[src/asp_serial_port.sv]
// converter output port: constants, then the core that decimates, buffers and serialises words
// assumes a 50 MHz system clock, synchronous inputs, and a modulator word offered on sample_i
//
// How it works
// - no frame marker before 816 settle periods
// - frame marker high exactly one master period
// - frame marker rises on master clock rise
// - bit clock rises on master clock rise
// - data launched on bit clock rising edge
// - inverted companion for clock, data, marker
// - reference select low picks internal reference
// - power down low stops all circuitry; here the register port keeps running
// - out-of-range pin flags overdriven input
// - input sampled fixed delay after clock rise
// - words are 16-bit two's complement
// - out-of-range output goes high on overrange
// - one result per 16 master periods
`timescale 1ns/10ps

package asp_pkg;
   // ----------------------------------------
   // timing
   // ----------------------------------------
   localparam int SYS_CLK_MHZ = 50;                 // system clock rate
   localparam int SYS_PERIOD_NS = 1000 / SYS_CLK_MHZ;
   localparam int MCLK_DIV = 4;                     // system cycles per master period
   localparam int MCLK_MIN_PERIOD_NS = 50;          // shortest master period
   localparam int MCLK_MIN_CYC = (MCLK_MIN_PERIOD_NS + SYS_PERIOD_NS - 1) / SYS_PERIOD_NS;
   localparam int APERTURE_CYC = 1;                 // sampling delay after master rise
   localparam int SYNC_MIN_MPER = 2;                // legal sync pulse, master periods
   localparam int SYNC_MAX_MPER = 16;
   localparam int SETTLE_MIN_MPER = 816;            // settling window after sync
   localparam int SETTLE_MAX_MPER = 832;
   localparam int DECIM = 16;                       // modulator words per result
   localparam int WORD_BITS = 16;
   localparam int FIFO_DEPTH = 8;
   // ----------------------------------------
   // registers
   // ----------------------------------------
   localparam logic [3:0] CTRL_ADDR = 4'h0;
   localparam logic [3:0] STATUS_ADDR = 4'h4;
   localparam int CTRL_OUT_EN_BIT = 0;              // serial output enable
   localparam int CTRL_SOFT_SYNC_BIT = 1;           // write one to resync
   localparam logic CTRL_OUT_EN_RESET = 1'b1;
   localparam int STAT_SETTLED_BIT = 0;
   localparam int STAT_OVR_BIT = 1;                 // sticky, write one to clear
   localparam int STAT_DROP_BIT = 2;                // sticky, write one to clear
   localparam int STAT_PD_BIT = 3;
   localparam int STAT_LEVEL_LSB = 4;
endpackage

module asp_serial_port #(
   parameter int MCLK_DIV = asp_pkg::MCLK_DIV,
   parameter int SETTLE_MPER = asp_pkg::SETTLE_MIN_MPER
) (
   input wire logic clk_sys_i,
   input wire logic sys_rst_i,
   input wire logic sync_i,
   input wire logic [15:0] sample_i,
   input wire logic overrange_i,
   input wire logic internal_ref_select_n_i,
   input wire logic powerdown_n_i,
   input wire logic [3:0] reg_addr_i,
   input wire logic [7:0] reg_wdata_i,
   input wire logic reg_wr_i,
   input wire logic reg_rd_i,
   output logic [7:0] reg_rdata_o,
   output logic sample_strobe_o,
   output logic bit_clk_o,
   output logic bit_clk_n_o,
   output logic ser_data_o,
   output logic ser_data_n_o,
   output logic frame_marker_out_o,
   output logic frame_marker_out_n_o,
   output logic overrange_flag_o,
   output logic int_ref_enable_o,
   output logic core_power_on_o
);
   // ----------------------------------------
   // elaboration checks
   // ----------------------------------------
   localparam int PW = $clog2(MCLK_DIV);
   localparam int HALF = MCLK_DIV / 2;
   initial
   begin
      if (MCLK_DIV < asp_pkg::MCLK_MIN_CYC || MCLK_DIV < 2 || asp_pkg::APERTURE_CYC >= MCLK_DIV)
         $error("asp_serial_port: master period shorter than allowed");
      if (SETTLE_MPER > asp_pkg::SETTLE_MAX_MPER || SETTLE_MPER < 1)
         $error("asp_serial_port: settle count outside window");
   end

   // ----------------------------------------
   // master clock phase
   // ----------------------------------------
   logic [PW-1:0] ph;          // phase within a master period, 0 is the rising edge
   logic [PW-1:0] next_ph;
   logic tick_end;             // last system cycle of a master period
   logic pd;                   // power down requested
   logic out_en;               // software output enable
   logic soft_sync;            // one-cycle software resync
   logic resync;               // sync from pin or software
   logic [9:0] settle_cnt;     // master periods left until output is valid
   logic settled;

   assign pd = !powerdown_n_i;
   assign tick_end = (ph == PW'(MCLK_DIV - 1));
   assign next_ph = tick_end ? '0 : ph + PW'(1);
   assign resync = sync_i || soft_sync;
   assign settled = (settle_cnt == '0);

   // phase counter; in power down the whole core stands still
   // parked on the last phase, so the first bit clock rise after reset or power down starts a period
   always_ff @(posedge clk_sys_i)
   begin
      if (sys_rst_i || pd)
         ph <= PW'(MCLK_DIV - 1);
      else
         ph <= next_ph;
   end

   // bit clock from master
   // high for the first half of each master period, rising with it
   always_ff @(posedge clk_sys_i)
   begin
      if (sys_rst_i || pd)
         bit_clk_o <= 1'b0;
      else
         bit_clk_o <= (next_ph < PW'(HALF));
   end

   always_ff @(posedge clk_sys_i)
   begin
      if (sys_rst_i || pd)
         sample_strobe_o <= 1'b0;
      else
         sample_strobe_o <= (next_ph == PW'(asp_pkg::APERTURE_CYC));
   end

   // ----------------------------------------
   // sync and settling
   // ----------------------------------------
   // hold off output
   // sync restarts the decimator, buffer and serialiser but not the phase counter; the window restarts on every cycle the pin is high
   always_ff @(posedge clk_sys_i)
   begin
      if (sys_rst_i || pd)
         settle_cnt <= 10'(SETTLE_MPER);
      else if (resync)
         settle_cnt <= 10'(SETTLE_MPER);
      else if (tick_end && !settled)
         settle_cnt <= settle_cnt - 10'h001;
   end

   // ----------------------------------------
   // decimator
   // ----------------------------------------
   logic [3:0] dec_cnt;                // modulator words taken this result
   logic signed [19:0] acc;            // running sum of sixteen signed words
   logic signed [19:0] sum;
   logic ovr_acc;                      // overrange seen during this result
   logic push;
   logic push_ready;
   logic [16:0] fifo_out;
   logic fifo_valid;
   logic pop;
   logic [3:0] level;

   assign sum = acc + 20'(signed'(sample_i));
   assign push = sample_strobe_o && (dec_cnt == 4'(asp_pkg::DECIM - 1)) && settled && !resync;

   // two's complement average
   // the mean of sixteen words keeps the full 7FFF..8000 span without saturation
   always_ff @(posedge clk_sys_i)
   begin
      if (sys_rst_i || pd || resync)
      begin
         dec_cnt <= '0;
         acc <= '0;
         ovr_acc <= 1'b0;
      end
      else if (sample_strobe_o)
      begin
         dec_cnt <= dec_cnt + 4'h1;
         acc <= (dec_cnt == 4'(asp_pkg::DECIM - 1)) ? '0 : sum;
         ovr_acc <= (dec_cnt == 4'(asp_pkg::DECIM - 1)) ? 1'b0 : (ovr_acc || overrange_i);
      end
   end

   // words wait here; a full store drops the new word and flags it
   asp_fifo #(
      .WIDTH(17),
      .DEPTH(asp_pkg::FIFO_DEPTH)
   ) u_fifo (
      .clk_sys_i(clk_sys_i),
      .sys_rst_i(sys_rst_i),
      .flush_i(resync || pd),
      .in_data_i({ovr_acc || overrange_i, sum[19:4]}),
      .in_valid_i(push),
      .in_ready_o(push_ready),
      .out_data_o(fifo_out),
      .out_valid_o(fifo_valid),
      .out_ready_i(pop),
      .level_o(level)
   );

   // ----------------------------------------
   // serialiser
   // ----------------------------------------
   logic [15:0] shreg;          // remaining bits, msb leaves first
   logic [4:0] bits_left;       // bit periods left in this word, the one on the line included
   logic start;

   // a word starts only on a period boundary and when software allows output
   assign start = tick_end && bits_left <= 5'h01 && fifo_valid && out_en && settled;
   assign pop = start && !resync && !pd;

   always_ff @(posedge clk_sys_i)
   begin
      if (sys_rst_i || pd || resync)
      begin
         shreg <= '0;
         bits_left <= '0;
         ser_data_o <= 1'b0;
      end
      else if (start)
      begin
         ser_data_o <= fifo_out[15];
         shreg <= {fifo_out[14:0], 1'b0};
         bits_left <= 5'(asp_pkg::WORD_BITS);
      end
      else if (tick_end && bits_left != '0)
      begin
         ser_data_o <= (bits_left > 5'h01) ? shreg[15] : 1'b0;
         shreg <= {shreg[14:0], 1'b0};
         bits_left <= bits_left - 5'h01;
      end
   end

   always_ff @(posedge clk_sys_i)
   begin
      if (sys_rst_i || pd || resync)
         frame_marker_out_o <= 1'b0;
      else if (tick_end)
         frame_marker_out_o <= start;
   end

   always_ff @(posedge clk_sys_i)
   begin
      if (sys_rst_i || pd)
         overrange_flag_o <= 1'b0;
      else if (start)
         overrange_flag_o <= fifo_out[16];
   end

   // inverted companions
   // taken from the same next values so each pair switches together
   always_ff @(posedge clk_sys_i)
   begin
      if (sys_rst_i || pd)
      begin
         bit_clk_n_o <= 1'b1;
         frame_marker_out_n_o <= 1'b1;
         ser_data_n_o <= 1'b1;
      end
      else
      begin
         bit_clk_n_o <= !(next_ph < PW'(HALF));
         frame_marker_out_n_o <= resync ? 1'b1 : (tick_end ? !start : frame_marker_out_n_o);
         ser_data_n_o <= resync ? 1'b1 : (start ? !fifo_out[15] :
            ((tick_end && bits_left != '0) ? !((bits_left > 5'h01) && shreg[15]) : ser_data_n_o));
      end
   end

   always_ff @(posedge clk_sys_i)
   begin
      if (sys_rst_i)
      begin
         int_ref_enable_o <= 1'b0;
         core_power_on_o <= 1'b0;
      end
      else
      begin
         int_ref_enable_o <= !internal_ref_select_n_i && !pd;
         core_power_on_o <= !pd;
      end
   end

   // ----------------------------------------
   // register port
   // ----------------------------------------
   logic ovr_seen;     // sticky overrange
   logic drop_seen;    // sticky lost word

   // control register
   always_ff @(posedge clk_sys_i)
   begin
      if (sys_rst_i)
      begin
         out_en <= asp_pkg::CTRL_OUT_EN_RESET;
         soft_sync <= 1'b0;
      end
      else
      begin
         soft_sync <= reg_wr_i && reg_addr_i == asp_pkg::CTRL_ADDR && reg_wdata_i[asp_pkg::CTRL_SOFT_SYNC_BIT];
         if (reg_wr_i && reg_addr_i == asp_pkg::CTRL_ADDR)
            out_en <= reg_wdata_i[asp_pkg::CTRL_OUT_EN_BIT];
      end
   end

   // sticky status: a new event wins over a clear in the same cycle
   always_ff @(posedge clk_sys_i)
   begin
      if (sys_rst_i)
      begin
         ovr_seen <= 1'b0;
         drop_seen <= 1'b0;
      end
      else
      begin
         if (start && fifo_out[16])
            ovr_seen <= 1'b1;
         else if (reg_wr_i && reg_addr_i == asp_pkg::STATUS_ADDR && reg_wdata_i[asp_pkg::STAT_OVR_BIT])
            ovr_seen <= 1'b0;
         if (push && !push_ready)
            drop_seen <= 1'b1;
         else if (reg_wr_i && reg_addr_i == asp_pkg::STATUS_ADDR && reg_wdata_i[asp_pkg::STAT_DROP_BIT])
            drop_seen <= 1'b0;
      end
   end

   // read data one cycle after the strobe, zero for unmapped addresses
   always_ff @(posedge clk_sys_i)
   begin
      if (sys_rst_i)
         reg_rdata_o <= 8'h00;
      else if (reg_rd_i && reg_addr_i == asp_pkg::CTRL_ADDR)
         reg_rdata_o <= {7'h00, out_en};
      else if (reg_rd_i && reg_addr_i == asp_pkg::STATUS_ADDR)
         reg_rdata_o <= {level, pd, drop_seen, ovr_seen, settled};
      else
         reg_rdata_o <= 8'h00;
   end
endmodule

[src/asp_fifo.sv]
// small first-in first-out buffer for finished conversion words
// assumes one clock, synchronous active-high reset, and a flush input that empties it at once
`timescale 1ns/10ps

module asp_fifo #(
   parameter int WIDTH = 17,
   parameter int DEPTH = 8
) (
   input wire logic clk_sys_i,
   input wire logic sys_rst_i,
   input wire logic flush_i,
   input wire logic [WIDTH-1:0] in_data_i,
   input wire logic in_valid_i,
   output logic in_ready_o,
   output logic [WIDTH-1:0] out_data_o,
   output logic out_valid_o,
   input wire logic out_ready_i,
   output logic [$clog2(DEPTH+1)-1:0] level_o
);
   // ----------------------------------------
   // storage and pointers
   // ----------------------------------------
   localparam int AW = $clog2(DEPTH);
   localparam int CW = $clog2(DEPTH+1);

   // depth must be a power of two so pointers wrap by themselves
   initial
   begin
      if (DEPTH < 2 || (DEPTH & (DEPTH - 1)) != 0 || WIDTH < 1)
         $error("asp_fifo: DEPTH must be a power of two of at least 2");
   end

   logic [WIDTH-1:0] mem [DEPTH];     // word store
   logic [AW-1:0] wr_ptr;             // next slot to write
   logic [AW-1:0] rd_ptr;             // next slot to read
   logic [CW-1:0] count;              // words in the store, not counting the output register
   logic push;
   logic load;

   // full is honest: the output register is separate, so a full store refuses
   assign push = in_valid_i && in_ready_o;
   // read data come out of a register, refilled when empty or taken
   assign load = (count != '0) && (!out_valid_o || out_ready_i);

   // ----------------------------------------
   // write side
   // ----------------------------------------
   always_ff @(posedge clk_sys_i)
   begin
      if (push)
      begin
         mem[wr_ptr] <= in_data_i;
      end
   end

   // pointers and occupancy
   always_ff @(posedge clk_sys_i)
   begin
      if (sys_rst_i || flush_i)
      begin
         wr_ptr <= '0;
         rd_ptr <= '0;
         count <= '0;
      end
      else
      begin
         if (push)
            wr_ptr <= wr_ptr + AW'(1);
         if (load)
            rd_ptr <= rd_ptr + AW'(1);
         count <= count + CW'(push) - CW'(load);
      end
   end

   // ready registered from the occupancy it will have next
   always_ff @(posedge clk_sys_i)
   begin
      if (sys_rst_i || flush_i)
         in_ready_o <= 1'b1;
      else
         in_ready_o <= (count + CW'(push) - CW'(load)) < CW'(DEPTH);
   end

   // ----------------------------------------
   // read side output register
   // ----------------------------------------
   always_ff @(posedge clk_sys_i)
   begin
      if (sys_rst_i || flush_i)
      begin
         out_valid_o <= 1'b0;
         out_data_o <= '0;
      end
      else if (load)
      begin
         out_valid_o <= 1'b1;
         out_data_o <= mem[rd_ptr];
      end
      else if (out_ready_i)
      begin
         out_valid_o <= 1'b0;
      end
   end

   // level seen by software
   assign level_o = count;
endmodule

[config.mk]
export PLATFORM = sky130hd
export DESIGN_NAME = asp_serial_port
export DESIGN_NICKNAME = d
export VERILOG_FILES = /design/src/asp_serial_port.sv /design/src/asp_fifo.sv
export SDC_FILE = /design/constraint.sdc
export NUM_CORES = 1
export LEC_CHECK = 0
export BUFFER_PORTS_ARGS = -buffer_cell sky130_fd_sc_hd__buf_2
export CORE_MARGIN = 3
export CORE_UTILIZATION = 30
export DETAILED_ROUTE_END_ITERATION = 10
export SLEW_MARGIN = 20
export SYNTH_ARGS = -nofsm -noshare
export SYNTH_HDL_FRONTEND = slang
export SYNTH_SLANG_ARGS = --single-unit
[constraint.sdc]
create_clock -name clk_sys_i -period 4.1 [get_ports clk_sys_i]
set_clock_uncertainty 0.2 [all_clocks]
set_input_delay 0 -clock clk_sys_i [delete_from_list [all_inputs] [get_ports clk_sys_i]]
set_output_delay 0 -clock clk_sys_i [all_outputs]
set_load 0.02 [all_outputs]
==> reports/summary.json, run 1 <==
{
  "clock_tree": {
    "ctsLongestPathBuffers": 3,
    "numCtsBuffers": 24,
    "cts_root_buf": "sky130_fd_sc_hd__clkbuf_16",
    "path_clk_slew_ns": 0.06,
    "postCtsSetupBuffers": 0,
    "worstSkewPairLatency_ns": 0.52,
    "ctsHtreeMaxLevel": 1,
    "clkSinkCount": 243,
    "cts_tree": "yes"
  },
  "power_and_ir_drop": {
    "ir_worst_vdd_uv": 265,
    "clkPwrFrac_pct": 44.8,
    "internal-power_mw": 3.94,
    "pwr_density_cell_nw_per_um2": 400,
    "switching_share_pct": 20.5,
    "pwr-share-comb_pct": 3.1,
    "p_switching_mw": 1.01,
    "power.leakage_nw": 4.29,
    "power_frac_seq_pct": 52.1
  },
  "die": {
    "floorplan.die.width_um": 193,
    "fp-row-count": 67,
    "die_h_um": 193,
    "ios": 54,
    "core_um2": 34000,
    "initial_utilization_pct": 30.8,
    "die_area_um2": 37100
  },
  "timing": {
    "final.min_clock_period_ns": 3.64,
    "max-slew-margin-rel_pct": 31.7,
    "hold_viol": 0,
    "setup-tns-final_ns": 0,
    "report.final.slew_viol_count": 0,
    "clock.fmax_ghz": 0.274,
    "worst-slew-pin-transition_ns": 1.02,
    "layout_worst_path_cycle_share_pct": 88.9,
    "setup_repair_after_global_routing_missed_its_margin": "false",
    "final-setup-viol-count": 0
  },
  "final_layout": {
    "footprint_of_the_multi_input_gates_um2": 3990,
    "final_net_count": 973,
    "n_antenna_cell": 0,
    "mostFrequentLayoutCell": "sky130_fd_sc_hd__edfxtp_1",
    "most-common-layout-cells": "sky130_fd_sc_hd__edfxtp_1, sky130_fd_sc_hd__dfxtp_1, sky130_fd_sc_hd__nor2_1",
    "area_growth_pct": 18.4,
    "final.fill_count": 3269,
    "final_cell_area_um2": 12400,
    "drive_gt1_share_pct": 18.5,
    "sequential_cell_area_um2": 6230
  },
  "global_route": {
    "vias_in_the_first_global_route": 6709,
    "grt-ovfl-total": 0,
    "largest_net_degree_at_the_start_of_global_routing": 65,
    "grt_util_all_layers_pct": 12.2,
    "antenna_found_initial": 0,
    "grt_pass1_wl_um": 36000
  },
  "synth": {
    "asyncSetResetFlopFracSynth_pct": 0,
    "yosysWarningCount": 0,
    "synth.cell_area_um2": 10500,
    "number_of_distinct_library_cell_variants_in_the_gate_level_netlist_after_synthesis": 60,
    "seq_area_frac_synth_pct": 59.5,
    "synthFlopType": "sky130_fd_sc_hd__edfxtp_1",
    "ff_latch_count_synth": 243,
    "syn_inst": 812,
    "syn-mean-instance-area_um2": 12.9,
    "synth.net_count": 884,
    "synth_enable_flop_cells": 136
  },
  "setup_path": {
    "path_buf_inv": 2,
    "critPathMaxFanout": 6,
    "worst-r2r-cell-count": 9,
    "critPathMostFrequentCell": "sky130_fd_sc_hd__dlygate4sd3_1",
    "crit_path_cell_trace": "ha_1 > and3_1 > a221o_1 > a21oi_2 > a21oi_1 > or3_1 > dlygate4sd3_1 > a32o_1 > dlygate4sd3_1",
    "worst_r2r_endpoint": "acc[13]",
    "worstPathRequired_ns": 4.30,
    "critPathArrivalTime_ns": 3.84,
    "logic_depth_of_the_worst_setup_path_including_buffers": 9,
    "start_kind": "flop",
    "ff2ff_setup_slack_ns": 0.46,
    "worst_path_max_stage_delay_ns": 0.57,
    "cpMaxStageDelayCell": "sky130_fd_sc_hd__dlygate4sd3_1",
    "cpLargestDelayFamily": "buffers and inverters",
    "worst_setup_path_end_kind": "flop",
    "timing.rr.start": "acc[8]",
    "critPathKind": "reg -> reg"
  },
  "worst_hold_path": {
    "hold_end": "u_fifo.mem[0][5]",
    "path_category_of_the_worst_min_delay_check": "in -> reg",
    "timing.hold.worst.start": "sample_i[9]",
    "count_of_cells_along_the_worst_hold_path": 3
  },
  "route": {
    "drt_drc_violations_left": 0,
    "ant_nets": 0,
    "detail_route.wl_per_cell_um": 16.1,
    "drt-vias-per-instance": 4.84,
    "drt_first_pass_iters": 4,
    "detailroute.via_count": 6610,
    "totalWireLength_um": 22100,
    "drt_iter0_markers": 485
  },
  "placed_design": {
    "routabilityCongestion": 0.780,
    "dpl.hpwl_um": 13900,
    "placement.io_buffers": 48,
    "post_dp_cell_area_um2": 11300
  },
  "outcome": {
    "status": "completed"
  },
  "job": {
    "drv.max_cap_violation_count": 0
  }
}
synthesized netlist by cell type (14+ instances only):
| library cell | instances | area (µm²) |
|---|---|---|
| sky130_fd_sc_hd__dfxtp_1 | 107 | 2140 |
| sky130_fd_sc_hd__xnor2_1 | 20 | 175 |
| sky130_fd_sc_hd__edfxtp_1 | 136 | 4080 |
| sky130_fd_sc_hd__nand3_1 | 14 | 70.1 |
| sky130_fd_sc_hd__xor2_1 | 14 | 123 |
| sky130_fd_sc_hd__mux4_2 | 34 | 766 |
| sky130_fd_sc_hd__nor3_1 | 19 | 95.1 |
| sky130_fd_sc_hd__nand2_1 | 69 | 259 |
| sky130_fd_sc_hd__o21ai_0 | 21 | 105 |
| sky130_fd_sc_hd__a21oi_1 | 33 | 165 |
| sky130_fd_sc_hd__nor2_1 | 80 | 300 |
| sky130_fd_sc_hd__clkbuf_1 | 26 | 97.6 |
| sky130_fd_sc_hd__inv_1 | 23 | 86.3 |
| sky130_fd_sc_hd__a311oi_1 | 14 | 123 |
| sky130_fd_sc_hd__mux2i_1 | 19 | 190 |
| sky130_fd_sc_hd__ha_1 | 34 | 425 |
state kept, by name, summed over array words and instances (netlist names), 2 cells and up:
register and cells:
acc 20, reg_rdata_o 8, u_fifo.mem 136, u_fifo.wr_ptr 3, ph 2, u_fifo.out_data_o 17
shreg 15, u_fifo.level_o 4, dec_cnt 4, settle_cnt 10, u_fifo.rd_ptr 3, bits_left 5
per-stage QoR:
stage	worst slack (ns)	utilization [%]	hold slack, ns	instances	total power, mW
after floorplan	0.617	-	-0.131	812	2.72
after global placement	1.03	33.2	-0.0448	1290	2.77
after detailed placement	1.01	33.2	-0.0375	1290	2.77
after CTS	0.458	36.5	0.000150	1367	5.01
after global routing	0.321	36.5	0.0243	1367	5.13
final	0.456	36.5	0.0225	1367	4.95
tightest hold or removal path: cells and delay by family:
kind / cells / cell delay [ns]
xor gates and xnor gates: 1 / 0.24
adders and majority gates: 1 / 0.21
buffers and inverters: 1 / 0.08
cells by family after synthesis:
| logic type | Yosys count | share of synthesized area (%) |
|---|---|---|
| adders and majority gates | 36 | 4.45 |
| xor gates and xnor gates | 34 | 2.85 |
| and+or+nand+nor | 238 | 10.9 |
| muxes | 53 | 9.14 |
| buffers and inverters | 60 | 2.62 |
| DFF | 243 | 59.5 |
| AOI/OAI and AO/OA | 148 | 10.5 |
layer usage:
layer	part of all wire, %	global-route usage (%)	vias up
li1	-	-	3230
met1	49	17.2	3237
met2	45	19.7	113
met3	4.2	1.91	30
met4	1.9	3.31	0
met5	0	0	-
final cells by class:
cell class / instances / share of cell area, %
clock buffer: 33 / 5.54
sequential: 243 / 50.3
tap: 448 / 4.53
timing repair buffer: 100 / 5.86
clock inverter: 11 / 0.909
inverter: 23 / 0.697
multi-input combinational: 509 / 32.2
worst max-delay path by stage:
stage                              to  slack, ns          start
CTS                           acc[13]       0.46         acc[7]
global route                  acc[13]       0.32         acc[7]
finish                        acc[13]       0.46         acc[8]
detailed placement  u_fifo.mem[1][14]       1.01         acc[0]
floorplan            u_fifo.mem[0][0]       0.62  settle_cnt[5]
global placement    u_fifo.mem[0][14]       1.03         acc[0]
power groups by stage:
stage	registers [mW]	clock network (mW)	logic, mW
6_report	2.58	2.22	0.156
5_1_grt	2.58	2.37	0.176
4_1_cts	2.58	2.28	0.157
3_5_place_dp	2.63	0	0.138
3_3_place_gp	2.63	0	0.135
2_1_floorplan	2.63	0	0.0828
timing repair:
item	4_1_cts	5_1_grt
gates resized for setup	0	0
hold buffers	33	0
endpoints found under the hold margin	56	0
No activity file was read; power rests on OpenSTA's default activity.
==> run 2, diff against run 1 <==
--- a/config.mk
+++ b/config.mk
@@ -6,9 +6,10 @@
 export NUM_CORES = 1
 export LEC_CHECK = 0
 export BUFFER_PORTS_ARGS = -buffer_cell sky130_fd_sc_hd__buf_2
-export CORE_MARGIN = 3
+export CORE_MARGIN = 1
 export CORE_UTILIZATION = 30
 export DETAILED_ROUTE_END_ITERATION = 10
+export PLACE_DENSITY = 0.42
 export SLEW_MARGIN = 20
 export SYNTH_ARGS = -nofsm -noshare
 export SYNTH_HDL_FRONTEND = slang
==> reports/summary.json, run 2 (same netlist as run 1, synthesis figures left out) <==
{
  "placed_design": {
    "pre_cts_slack": {"value": 0.891, "unit": "ns", "change": "-0.117 ns"},
    "dp.cells": {"value": 1300, "change": "+0.78%"},
    "placement.io_buffers": {"value": 48, "change": "unchanged"},
    "post_dp_cell_area": {"value": 11300, "unit": "µm²", "change": "+0.28%"},
    "routabilityCongestion": {"value": 0.773, "change": "-0.86%"},
    "dpl.hpwl": {"value": 14700, "unit": "µm", "change": "+5.4%"}
  },
  "final_layout": {
    "most-common-layout-cells": "sky130_fd_sc_hd__edfxtp_1, sky130_fd_sc_hd__dfxtp_1, sky130_fd_sc_hd__nor2_1",
    "most_flops_register": "u_fifo.mem",
    "sequential_cell_area": {"value": 6230, "unit": "µm²", "change": "about the same"},
    "final.fill_count": {"value": 3384, "change": "+3.5%"},
    "postLayoutCoreUtil": {"value": 36.4, "unit": "%", "change": "-0.12 points"},
    "layout_top_registers": "u_fifo.mem x136, acc x20, u_fifo.out_data_o x17",
    "mostFrequentLayoutCell": "sky130_fd_sc_hd__edfxtp_1",
    "drive_gt1_share": {"value": 18.8, "unit": "%", "change": "+0.28 points"},
    "n_antenna_cell": {"value": 0, "change": "unchanged"},
    "area_growth_pct": 19.8,
    "final_net_count": {"value": 982, "change": "+0.92%"},
    "final_cell_area": {"value": 12500, "unit": "µm²", "change": "+1.2%"},
    "largest_register_ff_count": {"value": 136, "change": "unchanged"},
    "final_cells": {"value": 1387, "change": "+1.5%"},
    "footprint_of_the_multi_input_gates": {"value": 3990, "unit": "µm²", "change": "unchanged"}
  },
  "setup_path": {
    "critPathMaxFanout": {"value": 6, "change": "unchanged"},
    "worstPathRequired": {"value": 4.32, "unit": "ns", "change": "+0.02 ns"},
    "critPathKind": "reg -> reg",
    "worst_setup_path_end_kind": "flop",
    "start_kind": "flop",
    "critPathArrivalTime": {"value": 3.88, "unit": "ns", "change": "+0.04 ns"}
  },
  "timing": {
    "clock.fmax": {"value": 0.273, "unit": "GHz", "change": "-0.40%"},
    "layout_worst_path_cycle_share": {"value": 89.2, "unit": "%", "change": "+0.36 points"},
    "worst_hold_slack": {"value": 0.0476, "unit": "ns", "change": "+0.0251 ns"},
    "max-slew-margin-rel": {"value": 29.9, "unit": "%", "change": "-1.8 points"},
    "setup_repair_after_global_routing_missed_its_margin": "false",
    "hold_viol": {"value": 0, "change": "unchanged"},
    "final-setup-viol-count": {"value": 0, "change": "unchanged"},
    "report.final.slew_viol_count": {"value": 0, "change": "unchanged"},
    "final.min_clock_period": {"value": 3.66, "unit": "ns", "change": "+0.0146 ns"},
    "worst-slew-pin-transition": {"value": 1.05, "unit": "ns", "change": "+0.0266 ns"},
    "fin_ws": {"value": 0.442, "unit": "ns", "change": "-0.0146 ns"},
    "setup-tns-final": {"value": 0, "unit": "ns", "change": "unchanged"}
  },
  "route": {
    "drt_first_pass_iters": {"value": 6, "change": "+2"},
    "detail_route.wl_per_cell": {"value": 17.0, "unit": "µm", "change": "+5.6%"},
    "detailroute.wirelength.met3": {"value": 848, "unit": "µm", "change": "-8.2%"},
    "drt-vias-per-instance": {"value": 4.72, "change": "-2.4%"},
    "totalWireLength": {"value": 23600, "unit": "µm", "change": "+7.1%"},
    "detailroute.via_count": {"value": 6549, "change": "-0.92%"},
    "routed-wl-met2": {"value": 10700, "unit": "µm", "change": "+8.3%"},
    "dr.max_layer_used": "met4",
    "drt_drc_violations_left": {"value": 0, "change": "unchanged"},
    "drt_iter0_markers": {"value": 306, "change": "-37%"},
    "ant_nets": {"value": 0, "change": "unchanged"},
    "wl_met1": {"value": 11700, "unit": "µm", "change": "+7.1%"}
  },
  "global_route": {
    "grt_pass1_wl": {"value": 38400, "unit": "µm", "change": "+6.7%"},
    "largest_net_degree_at_the_start_of_global_routing": {"value": 37, "change": "-43%"},
    "vias_in_the_first_global_route": {"value": 6813, "change": "+1.6%"},
    "grt_util_all_layers": {"value": 13.6, "unit": "%", "change": "+1.4 points"},
    "antenna_found_initial": {"value": 0, "change": "unchanged"},
    "grt-ovfl-total": {"value": 0, "change": "unchanged"}
  },
  "die": {
    "die_area": {"value": 35600, "unit": "µm²", "change": "-4.1%"},
    "floorplan.die.width": {"value": 189, "unit": "µm", "change": "-2.1%"},
    "core": {"value": 34500, "unit": "µm²", "change": "+1.5%"},
    "die_h": {"value": 189, "unit": "µm", "change": "-2.1%"},
    "fp-row-count": {"value": 68, "change": "+1.5%"},
    "ios": {"value": 54, "change": "unchanged"},
    "initial_utilization": {"value": 30.4, "unit": "%", "change": "-0.45 points"}
  },
  "worst_hold_path": {
    "path_category_of_the_worst_min_delay_check": "in -> reg"
  },
  "clock_tree": {
    "numCtsBuffers": {"value": 29, "change": "+21%"},
    "cts_tree": "yes",
    "cts_root_buf": "sky130_fd_sc_hd__clkbuf_16",
    "ctsHtreeMaxLevel": {"value": 1, "change": "unchanged"},
    "ctsLongestPathBuffers": {"value": 3, "change": "unchanged"},
    "clkSinkCount": {"value": 243, "change": "unchanged"},
    "worstSkewPairLatency": {"value": 0.53, "unit": "ns", "change": "about the same"},
    "postCtsSetupBuffers": {"value": 0, "change": "unchanged"},
    "path_clk_slew": {"value": 0.06, "unit": "ns", "change": "about the same"}
  },
  "power_and_ir_drop": {
    "ir_worst_vdd": {"value": 289, "unit": "µV", "change": "+9.3%"},
    "power.total": {"value": 5.18, "unit": "mW", "change": "+4.7%"},
    "power.leakage": {"value": 4.35, "unit": "nW", "change": "+1.5%"},
    "pwr_density_cell": {"value": 414, "unit": "nW/µm²", "change": "+3.5%"}
  },
  "job": {
    "drv.max_cap_violation_count": {"value": 0, "change": "unchanged"}
  },
  "outcome": {
    "status": "completed"
  }
}
run 2: final timing paths:
path	from	end	slack [ns]	depth (start not counted)
min	sample_i[14]	acc[15]	0.05	6
max	acc[7]	acc[13]	0.44	9
min reg2reg	drop_seen	reg_rdata_o[2]	0.25	1
max reg2reg	acc[7]	acc[13]	0.44	9
run 2: routing by layer:
metal / vias up / track usage (%)
met5: - / 0
met4: 0 / 3.66
met3: 41 / 2.24
met2: 91 / 22.3
met1: 3177 / 18.7
li1: 3240 / -
run 2: cell type report:
| cell class | count | area share, % |
|---|---|---|
| multi-input combinational | 509 | 31.8 |
| inverter | 23 | 0.689 |
| tap | 455 | 4.54 |
| clock inverter | 9 | 0.559 |
| clock buffer | 44 | 6.63 |
| timing repair buffer | 104 | 6.05 |
| sequential | 243 | 49.7 |
run 2: repair_timing:
action,4_1_cts,5_1_grt
hold endpoints to repair,60,0
gates resized for setup,0,0
hold buffers,34,0
run 2: critical path, cell delays in order (launching register included):
cell                            delay (ns)
sky130_fd_sc_hd__dfxtp_1              0.31
sky130_fd_sc_hd__ha_1                 0.34
sky130_fd_sc_hd__and3_1               0.24
sky130_fd_sc_hd__a221o_1              0.35
sky130_fd_sc_hd__a21oi_2              0.30
sky130_fd_sc_hd__a21oi_1              0.14
sky130_fd_sc_hd__or3_1                0.33
sky130_fd_sc_hd__dlygate4sd3_1        0.56
sky130_fd_sc_hd__a32o_1               0.24
sky130_fd_sc_hd__dlygate4sd3_1        0.54
run 2: where the power goes:
group	switching (mW)	internal (mW)
combinational	0.0968	0.0627
clock	0.994	1.45
sequential	0.00393	2.58
